[src/sifd_params.svh]
// Operation
// - Each terminal has its own ON and OFF delay code, 1..10 = 0..1536 ms.
// - Rising pulses shorter than the ON delay never reach the filtered input.
// - Falling pulses shorter than the OFF delay never reach the filtered input.
// - ON and OFF suppression act together, each with its own width.
// - Dual channel pair evaluation works on the filtered inputs.
// - A detected input error is held on that terminal's errLed and safeData outputs for at least 1 s.
// - Pair mode and test pulse setting select which wiring checks run.
// - Equivalent pair with separate test pulses checks supply, ground, cross-short faults.
// - The full OFF delay adds to the input-off to data-off reaction time.
`ifndef SIFD_PARAMS_SVH
`define SIFD_PARAMS_SVH

`define SIFD_CLK_NS        10
`define SIFD_MS_NS         1000000
`define SIFD_TICK_CYC      (`SIFD_MS_NS / `SIFD_CLK_NS)

`define SIFD_NUM_TERM      8
`define SIFD_NUM_PAIR      4
`define SIFD_DLY_BASE_MS   11'h006
`define SIFD_DLY_CODE_MIN  4'h2
`define SIFD_DLY_CODE_MAX  4'ha
`define SIFD_ERR_HOLD_MS   11'h3e8
`define SIFD_DISC_MS       11'h1f4

`define SIFD_OFF_CFG       8'h00
`define SIFD_OFF_MODE      8'h20
`define SIFD_OFF_DATA      8'h24
`define SIFD_OFF_ERR       8'h28
`define SIFD_OFF_MASK      8'h2c

`define SIFD_CFG_RST       8'h11
`define SIFD_MODE_RST      16'h0000
`define SIFD_MASK_RST      8'h00

`endif

[src/sifd_pkg.sv]
package sifd_pkg;

  typedef enum logic [1:0]
  {
    SIFD_SINGLE = 2'h0,
    SIFD_EQUIV  = 2'h1,
    SIFD_COMPL  = 2'h2,
    SIFD_MODE_X = 2'h3
  } sifd_mode_e;

  typedef enum logic [1:0]
  {
    SIFD_TP_NONE = 2'h0,
    SIFD_TP_SAME = 2'h1,
    SIFD_TP_DIFF = 2'h2,
    SIFD_TP_X    = 2'h3
  } sifd_test_e;

  typedef struct packed
  {
    logic [3:0] offCode;
    logic [3:0] onCode;
  } sifd_cfg_s;

  typedef struct packed
  {
    sifd_test_e test;
    sifd_mode_e mode;
  } sifd_pair_s;

endpackage

[src/sifd_delay_filter.sv]
`timescale 1ns/100ps
`include "sifd_params.svh"

module sifd_delay_filter
(
  input  wire logic           clk,
  input  wire logic           rst_b,
  input  wire logic           msTick,
  input  wire logic           rawIn,
  input  sifd_pkg::sifd_cfg_s cfg,
  output logic                filtOut
);

  logic [10:0] cnt_reg;
  logic [10:0] cnt_next;
  logic        filt_reg;
  logic        filt_next;
  logic [10:0] dlyMs;

  function automatic logic [10:0] codeMs(input logic [3:0] code);
    logic [3:0] sh;
    sh = code - `SIFD_DLY_CODE_MIN;
    if (code < `SIFD_DLY_CODE_MIN || code > `SIFD_DLY_CODE_MAX)
      codeMs = 11'h000;
    else
      codeMs = 11'(`SIFD_DLY_BASE_MS << sh);
  endfunction

  always_comb
  begin
    dlyMs     = rawIn ? codeMs(cfg.onCode) : codeMs(cfg.offCode);
    cnt_next  = cnt_reg;
    filt_next = filt_reg;
    if (rawIn == filt_reg)
      cnt_next = 11'h000;
    else if (dlyMs == 11'h000)
    begin
      filt_next = rawIn;
      cnt_next  = 11'h000;
    end
    else if (msTick)
    begin
      // One extra tick, since the first may arrive at once
      if (cnt_reg + 11'h001 > dlyMs)
      begin
        filt_next = rawIn;
        cnt_next  = 11'h000;
      end
      else
        cnt_next = cnt_reg + 11'h001;
    end
  end

  always_ff @(posedge clk or negedge rst_b)
  begin
    if (!rst_b)
    begin
      cnt_reg  <= 11'h000;
      filt_reg <= 1'b0;
    end
    else
    begin
      cnt_reg  <= cnt_next;
      filt_reg <= filt_next;
    end
  end

  assign filtOut = filt_reg;
endmodule

[src/sifd_top.sv]
`timescale 1ns/100ps
`include "sifd_params.svh"

module sifd_top
#(
  parameter int unsigned TICK_CYC = `SIFD_TICK_CYC
)
(
  input  wire logic        clk,
  input  wire logic        rst_b,
  input  wire logic        psel,
  input  wire logic        penable,
  input  wire logic        pwrite,
  input  wire logic [7:0]  paddr,
  input  wire logic [31:0] pwdata,
  output logic      [31:0] prdata,
  output logic             pready,
  output logic             pslverr,
  input  wire logic [7:0]  rawIn,
  input  wire logic [7:0]  testFail,
  input  wire logic [3:0]  crossShort,
  output logic      [7:0]  safeData,
  output logic      [7:0]  errLed,
  output logic             irq
);

  localparam int NT = `SIFD_NUM_TERM;
  localparam int NP = `SIFD_NUM_PAIR;

  // Millisecond time base
  logic [16:0] tick_reg;
  logic [16:0] tick_next;
  logic        msTick_reg;
  logic        msTick_next;

  always_comb
  begin
    msTick_next = 1'b0;
    tick_next   = tick_reg + 17'h00001;
    if (tick_reg >= 17'(TICK_CYC - 1))
    begin
      tick_next   = 17'h00000;
      msTick_next = 1'b1;
    end
  end

  always_ff @(posedge clk or negedge rst_b)
  begin
    if (!rst_b)
    begin
      tick_reg   <= 17'h00000;
      msTick_reg <= 1'b0;
    end
    else
    begin
      tick_reg   <= tick_next;
      msTick_reg <= msTick_next;
    end
  end

  // Configuration and interrupt registers
  sifd_pkg::sifd_cfg_s  [NT-1:0] cfg_reg;
  sifd_pkg::sifd_cfg_s  [NT-1:0] cfg_next;
  sifd_pkg::sifd_pair_s [NP-1:0] mode_reg;
  sifd_pkg::sifd_pair_s [NP-1:0] mode_next;
  logic [7:0]  err_reg;
  logic [7:0]  err_next;
  logic [7:0]  mask_reg;
  logic [7:0]  mask_next;
  logic [31:0] prdata_next;
  logic        pready_next;
  logic        pslverr_next;
  logic        irq_next;
  logic        mapped;
  logic        wrEn;
  logic [7:0]  errCause;

  always_comb
  begin
    mapped      = 1'b1;
    prdata_next = 32'h00000000;
    if (paddr[1:0] != 2'h0)
      mapped = 1'b0;
    else if (paddr < `SIFD_OFF_MODE)
      prdata_next = {24'h000000, cfg_reg[paddr[4:2]]};
    else if (paddr == `SIFD_OFF_MODE)
      prdata_next = {16'h0000, mode_reg};
    else if (paddr == `SIFD_OFF_DATA)
      prdata_next = {16'h0000, errLed, safeData};
    else if (paddr == `SIFD_OFF_ERR)
      prdata_next = {24'h000000, err_reg};
    else if (paddr == `SIFD_OFF_MASK)
      prdata_next = {24'h000000, mask_reg};
    else
      mapped = 1'b0;
    if (!(psel && !penable))
      prdata_next = prdata;
    pready_next  = psel && !penable;
    pslverr_next = psel && !penable && !mapped;
    wrEn         = psel && penable && pready && pwrite && !pslverr;
    cfg_next     = cfg_reg;
    mode_next    = mode_reg;
    mask_next    = mask_reg;
    err_next     = err_reg;
    if (wrEn && paddr < `SIFD_OFF_MODE)
      cfg_next[paddr[4:2]] = pwdata[7:0];
    if (wrEn && paddr == `SIFD_OFF_MODE)
      mode_next = pwdata[15:0];
    if (wrEn && paddr == `SIFD_OFF_MASK)
      mask_next = pwdata[7:0];
    if (wrEn && paddr == `SIFD_OFF_ERR)
      err_next = err_reg & ~pwdata[7:0];
    err_next = err_next | errCause;
    irq_next = |(err_next & mask_next);
  end

  always_ff @(posedge clk or negedge rst_b)
  begin
    if (!rst_b)
    begin
      cfg_reg  <= {NT{`SIFD_CFG_RST}};
      mode_reg <= `SIFD_MODE_RST;
      mask_reg <= `SIFD_MASK_RST;
      err_reg  <= 8'h00;
      prdata   <= 32'h00000000;
      pready   <= 1'b0;
      pslverr  <= 1'b0;
      irq      <= 1'b0;
    end
    else
    begin
      cfg_reg  <= cfg_next;
      mode_reg <= mode_next;
      mask_reg <= mask_next;
      err_reg  <= err_next;
      prdata   <= prdata_next;
      pready   <= pready_next;
      pslverr  <= pslverr_next;
      irq      <= irq_next;
    end
  end

  // Per-terminal delay filters
  logic [7:0] filt;

  genvar gi;
  generate
    for (gi = 0; gi < NT; gi++)
    begin : g_filt
      sifd_delay_filter u_filt
      (
        .clk     (clk),
        .rst_b   (rst_b),
        .msTick  (msTick_reg),
        .rawIn   (rawIn[gi]),
        .cfg     (cfg_reg[gi]),
        .filtOut (filt[gi])
      );
    end
  endgenerate

  // Pair evaluation on filtered inputs
  logic [10:0] disc_reg  [NP];
  logic [10:0] disc_next [NP];
  logic [3:0]  pairBad;
  logic [3:0]  discErr;
  logic [3:0]  pairErr;
  logic [3:0]  pairOn;
  logic [3:0]  isDual;

  generate
    for (gi = 0; gi < NP; gi++)
    begin : g_pair
      always_comb
      begin
        isDual[gi]  = mode_reg[gi].mode == sifd_pkg::SIFD_EQUIV ||
                      mode_reg[gi].mode == sifd_pkg::SIFD_COMPL;
        pairBad[gi] = 1'b0;
        pairOn[gi]  = 1'b0;
        case (mode_reg[gi].mode)
          sifd_pkg::SIFD_EQUIV:
          begin
            pairBad[gi] = filt[2*gi] != filt[2*gi+1];
            pairOn[gi]  = filt[2*gi] && filt[2*gi+1];
          end
          sifd_pkg::SIFD_COMPL:
          begin
            pairBad[gi] = filt[2*gi] == filt[2*gi+1];
            pairOn[gi]  = filt[2*gi] && !filt[2*gi+1];
          end
          default:
          begin
            pairBad[gi] = 1'b0;
            pairOn[gi]  = 1'b0;
          end
        endcase
        disc_next[gi] = disc_reg[gi];
        if (!pairBad[gi])
          disc_next[gi] = 11'h000;
        else if (msTick_reg && disc_reg[gi] < `SIFD_DISC_MS)
          disc_next[gi] = disc_reg[gi] + 11'h001;
        discErr[gi] = disc_reg[gi] == `SIFD_DISC_MS;
        // Cross-shorts only seen with separate test sources
        pairErr[gi] = discErr[gi] || (crossShort[gi] &&
                      mode_reg[gi].mode == sifd_pkg::SIFD_EQUIV &&
                      mode_reg[gi].test == sifd_pkg::SIFD_TP_DIFF);
      end

      always_ff @(posedge clk or negedge rst_b)
      begin
        if (!rst_b)
          disc_reg[gi] <= 11'h000;
        else
          disc_reg[gi] <= disc_next[gi];
      end
    end
  endgenerate

  // Error hold and safety data per terminal
  logic [10:0] hold_reg  [NT];
  logic [10:0] hold_next [NT];
  logic [7:0]  errAct;
  logic [7:0]  safe_next;

  generate
    for (gi = 0; gi < NT; gi++)
    begin : g_term
      always_comb
      begin
        // Test pulse readback errors need pulses enabled
        errCause[gi] = (testFail[gi] &&
                        mode_reg[gi/2].test != sifd_pkg::SIFD_TP_NONE) ||
                       (isDual[gi/2] && pairErr[gi/2]);
        hold_next[gi] = hold_reg[gi];
        if (errCause[gi])
          hold_next[gi] = `SIFD_ERR_HOLD_MS + 11'h001;
        else if (msTick_reg && hold_reg[gi] != 11'h000)
          hold_next[gi] = hold_reg[gi] - 11'h001;
        errAct[gi] = errCause[gi] || hold_reg[gi] != 11'h000;
        if (!isDual[gi/2])
          safe_next[gi] = filt[gi] && !errAct[gi];
        else if (gi % 2 == 1)
          safe_next[gi] = 1'b0;
        else
          safe_next[gi] = pairOn[gi/2] && !errAct[gi] &&
                          !errAct[gi|1];
      end

      always_ff @(posedge clk or negedge rst_b)
      begin
        if (!rst_b)
        begin
          hold_reg[gi] <= 11'h000;
          safeData[gi] <= 1'b0;
          errLed[gi]   <= 1'b0;
        end
        else
        begin
          hold_reg[gi] <= hold_next[gi];
          safeData[gi] <= safe_next[gi];
          errLed[gi]   <= errAct[gi];
        end
      end

    end
  endgenerate
endmodule

[config.mk]
export PLATFORM = sky130hd
export DESIGN_NAME = sifd_top
export DESIGN_NICKNAME = d
export VERILOG_FILES = /design/src/sifd_pkg.sv /design/src/sifd_delay_filter.sv /design/src/sifd_top.sv
export VERILOG_INCLUDE_DIRS = /design/src
export SDC_FILE = /design/constraint.sdc
export NUM_CORES = 1
export LEC_CHECK = 0
export ABC_CLOCK_PERIOD_IN_PS = 3850
export BUFFER_PORTS_ARGS = -buffer_cell sky130_fd_sc_hd__buf_4
export CELL_PAD_IN_SITES_DETAIL_PLACEMENT = 0
export CELL_PAD_IN_SITES_GLOBAL_PLACEMENT = 1
export CORE_ASPECT_RATIO = 2
export CORE_UTILIZATION = 44
export DETAILED_ROUTE_END_ITERATION = 7
export GPL_TIMING_DRIVEN = 0
export HOLD_SLACK_MARGIN = 0.15
export PLACE_DENSITY_LB_ADDON = 0.1
export REMOVE_ABC_BUFFERS = 1
export SETUP_SLACK_MARGIN = 0.4
export SLEW_MARGIN = 20
export SYNTH_ARGS = -nofsm -noshare
export SYNTH_HDL_FRONTEND = slang
export SYNTH_SLANG_ARGS = --single-unit
[constraint.sdc]
create_clock -name clk -period 3.85 [get_ports clk]
set_clock_uncertainty 0.15 [all_clocks]
set_input_delay 1.155 -clock clk [delete_from_list [all_inputs] [get_ports clk]]
set_output_delay 1.155 -clock clk [all_outputs]
set_load 0.05 [all_outputs]
==> qor.yml <==
status: "finished clean"
swShare: 0.2387
pin_count: 116
overflow: 0
ant_nets: 0
pwr-share-seq: 0.458
critical-path-top-delay-family: "simple AND/OR/NAND/NOR gates"
grt_usage: 0.2469
ys_ff_latch: 377
r2r_slack_ns: 0.29
cp.arrival_ns: 3.90
clockBufferDepth: 3
slew_headroom: 0.3098
finalNetCount: 3154
fp.coreArea_um2: 56330
required_ns: 4.18
synth_cells: 2696
path_cells: "buf_6, ha_4, nand2b_4, a21boi_4, buf_6, nor4_4, buf_6, a22oi_2, ha_1, nand3_4, or4_4, o221a_4, nand2b_4, or4_1, a21oi_1"
total_power_mw: 8.754
crit_top_cell: "buf_6"
numClockSinks: 377
synthesis.area_um2: 25130
maxCapViolations: 0
layoutNonFillerInstCount: 3643
finalSetupViolCount: 0
vias: 20910
power_leakage_nw: 12.59
dr.pass1.iters: 5
place_inst: 3447
fill_cells: 5167
root_buffer: "clkbuf_16"
numPortBuffers: 83
row_count: 123
timing.critical_path.buf_inv: 3
p_sw_mw: 2.089
dieArea_um2: 58120
worstSetupStartpointType: "register"
num_antenna_cells: 0
grt_setup_unrepaired: "true"
p_int_mw: 6.665
tightest_slew_ns: 1.007
grt_pass1_vias: 21300
pwr-share-comb: 0.060
crit_path_top_delay_cell: "or4_4"
initial_core_util: 0.4461
cts_tree: "built"
avgSynthCellArea_um2: 9.319
dp_hpwl_um: 51350
ys.flop_type: "dfrtp_1"
via_per_inst: 5.739
synth.yosys.seq_area_share: 0.3763
wirelength_um: 71360
grt_pass1_wl_um: 113400
clock.fmax_mhz: 280.6
drv_slew: 0
cp_max_fo: 7
power_density_nw_per_um2: 288.8
cp-startpoint: "cfg_reg[61]"
die_w_um: 171.0
cp-end-kind: "register"
finalCritPeriodShare: 0.9258
synthDominantCellAreaShare: 0.3595
area_delta_synth_final_pct: 20.64
grt_max_degree: 98
cts_max_level: 2
drtIter0Drc: 1107
max_stage_delay_ns: 0.48
avgRoutedWirePerCell_um: 19.59
clockPowerShare: 0.481
tns_ns: 0
irDropWorstVdd_mv: 0.3914
gp_congestion: 0.8943
die_h_um: 339.9
timing.rr.start: "cfg_reg[61]"
synth_edf_count: 0
period_minus_slack_ns: 3.564
ys.warnings.count: 0
clk_pin_slew_worst_paths_ns: 0.07
worstSetupPathType: "reg -> reg"
hold_class: "in -> async"
drive_gt1_frac: 0.2344
drc_errors: 0
antenna_found_initial: 0
yosysTopAreaCell: "dfrtp_1"
worstSkewPairLatency_ns: 0.57
numCtsBuffers: 40
finalHoldViolations: 0
hold_buffers: 0
synthTopCellsByArea: "dfrtp_1 36%, ha_1 11%, nand2_1 4.3%, mux2_2 3.9%, xor2_1 3.5%"
synthArstFlopShare: 1.000
synth_cell_types: 80
-- metrics by stage --
stage | utilization | area, um2 | worst slack [ns] | hold slack, ns
3_3_place_gp | 0.4666 | 26280 | -3.494 | 0.3194
6_report | 0.5381 | 30310 | 0.2858 | 0.3282
2_1_floorplan | - | 24720 | -0.4069 | 0.3050
3_5_place_dp | 0.4703 | 26490 | -1.234 | 0.3266
4_1_cts | 0.5170 | 29120 | 0.2783 | 0.3208
5_1_grt | 0.5381 | 30310 | 0.1935 | 0.3411
-- cell type report --
type | instances | area, um2 | share of cell area
Inverter | 160 | 613.1 | 0.02023
Sequential cell | 377 | 9500 | 0.3134
Timing Repair Buffer | 215 | 1842 | 0.06076
Clock inverter | 20 | 302.8 | 0.009989
Multi-Input combinational cell | 2070 | 16020 | 0.5286
Clock buffer | 51 | 1092 | 0.03604
Tap cell | 750 | 938.4 | 0.03096
-- timing repair --
item                                    4_1_cts  5_1_grt
cloned                                        1        1
buffers inserted                             67       56
pin swaps                                    47       86
endpoints found under the setup margin       97       95
gates resized for setup                     183      176
-- worst reg2reg max path, cell delays in order (launching register included) --
cell and delay (ns):
dfrtp_2 0.38, buf_6 0.12, ha_4 0.13, nand2b_4 0.13, a21boi_4 0.06, buf_6 0.12, nor4_4 0.33, buf_6 0.18
a22oi_2 0.08, ha_1 0.35, nand3_4 0.10, or4_4 0.48, o221a_4 0.15, nand2b_4 0.17, or4_1 0.42, a21oi_1 0.13
-- routing by layer --
| layer | wire (um) | track usage | vias up |
|---|---|---|---|
| li1 | - | - | 10010 |
| met1 | 26880 | 0.2681 | 10350 |
| met2 | 39230 | 0.4727 | 403 |
| met3 | 2322 | 0.02953 | 149 |
| met4 | 2933 | 0.09989 | 0 |
| met5 | 0 | 0 | - |
-- placed cells by master, fill, tap and decap left out, drive strengths merged, types with 19 or more instances in the layout --
cell type / netlist / final
inv: 160 / 162
o21ai: 99 / 99
and3: 54 / 54
nor4: 35 / 35
or3: 41 / 41
mux4: 24 / 24
nand4: 38 / 38
nor2: 172 / 172
o22ai: 19 / 19
xor2: 99 / 99
a22oi: 44 / 44
nor3: 67 / 67
dfrtp: 361 / 361
ha: 225 / 225
nor2b: 35 / 35
nand3b: 22 / 22
xnor2: 84 / 84
buf: 28 / 214
and2: 22 / 22
mux2i: 31 / 31
a31oi: 53 / 53
nand3: 147 / 147
mux2: 87 / 87
a21oi: 116 / 116
clkbuf: 77 / 52
nand2: 286 / 286
-- cells by family (layout without fill, tap and decap cells) --
logic type | Yosys count | count (layout) | synth area share
XOR/XNOR | 183 | 183 | 0.06379
adder cells (fa/ha/maj) | 225 | 225 | 0.1120
other | 1 | 16 | 0.0001493
buffers and inverters | 265 | 446 | 0.04228
AND/OR/NAND/NOR | 995 | 996 | 0.1991
multiplexers | 142 | 142 | 0.07300
flip-flops | 377 | 377 | 0.3763
AO/OA/AOI/OAI | 508 | 508 | 0.1334
-- path summary, 6_finish.rpt --
| kind | to | depth (start not counted) |
|---|---|---|
| setup / recovery | g_filt[7].u_filt.cnt_reg[5] | 15 |
| max in group asynchronous | tick_reg[11] | 4 |
| hold reg to reg | prdata[9] | 2 |
| setup reg to reg | g_filt[7].u_filt.cnt_reg[5] | 15 |
| hold / removal | g_filt[1].u_filt.cnt_reg[9] | 1 |
| min in group clk | prdata[9] | 2 |
-- power groups by stage --
stage               Combinational, mW  Sequential (mW)  Clock, mW
floorplan                       0.211             4.08          0
global placement                0.442             4.09          0
detailed placement              0.466             4.09          0
CTS                             0.503             4.01       4.34
global route                    0.576             4.01       4.46
finish                          0.528             4.01       4.21
-- cell usage after synthesis (7+ instances only) --
cell	number
a211o_1	7
a32oi_1	7
ha_1	225
o211ai_1	11
mux2i_1	31
a22o_1	12
clkbuf_1	77
and3_1	54
o21a_1	7
dfstp_2	16
a21oi_1	116
nand2_1	286
inv_1	159
nor4bb_1	8
or2_2	7
xnor2_1	84
a21o_1	15
xor2_1	99
a41oi_1	12
o2111ai_1	10
nor3_1	65
nand3b_1	22
a2111oi_0	7
mux2_2	86
nand4b_1	7
nand2b_1	17
nand4_1	38
o21ai_0	98
o31ai_1	10
o22ai_1	19
nor2b_1	35
a211oi_1	18
nor2_1	172
dfrtp_1	361
o21bai_1	7
mux4_2	24
nor3b_1	13
a31oi_1	53
buf_4	16
or3_1	41
a22oi_1	44
o22a_1	11
nor4_1	34
and2_1	22
nand3_1	147
Note: power is estimated with default switching activity, not from simulation.
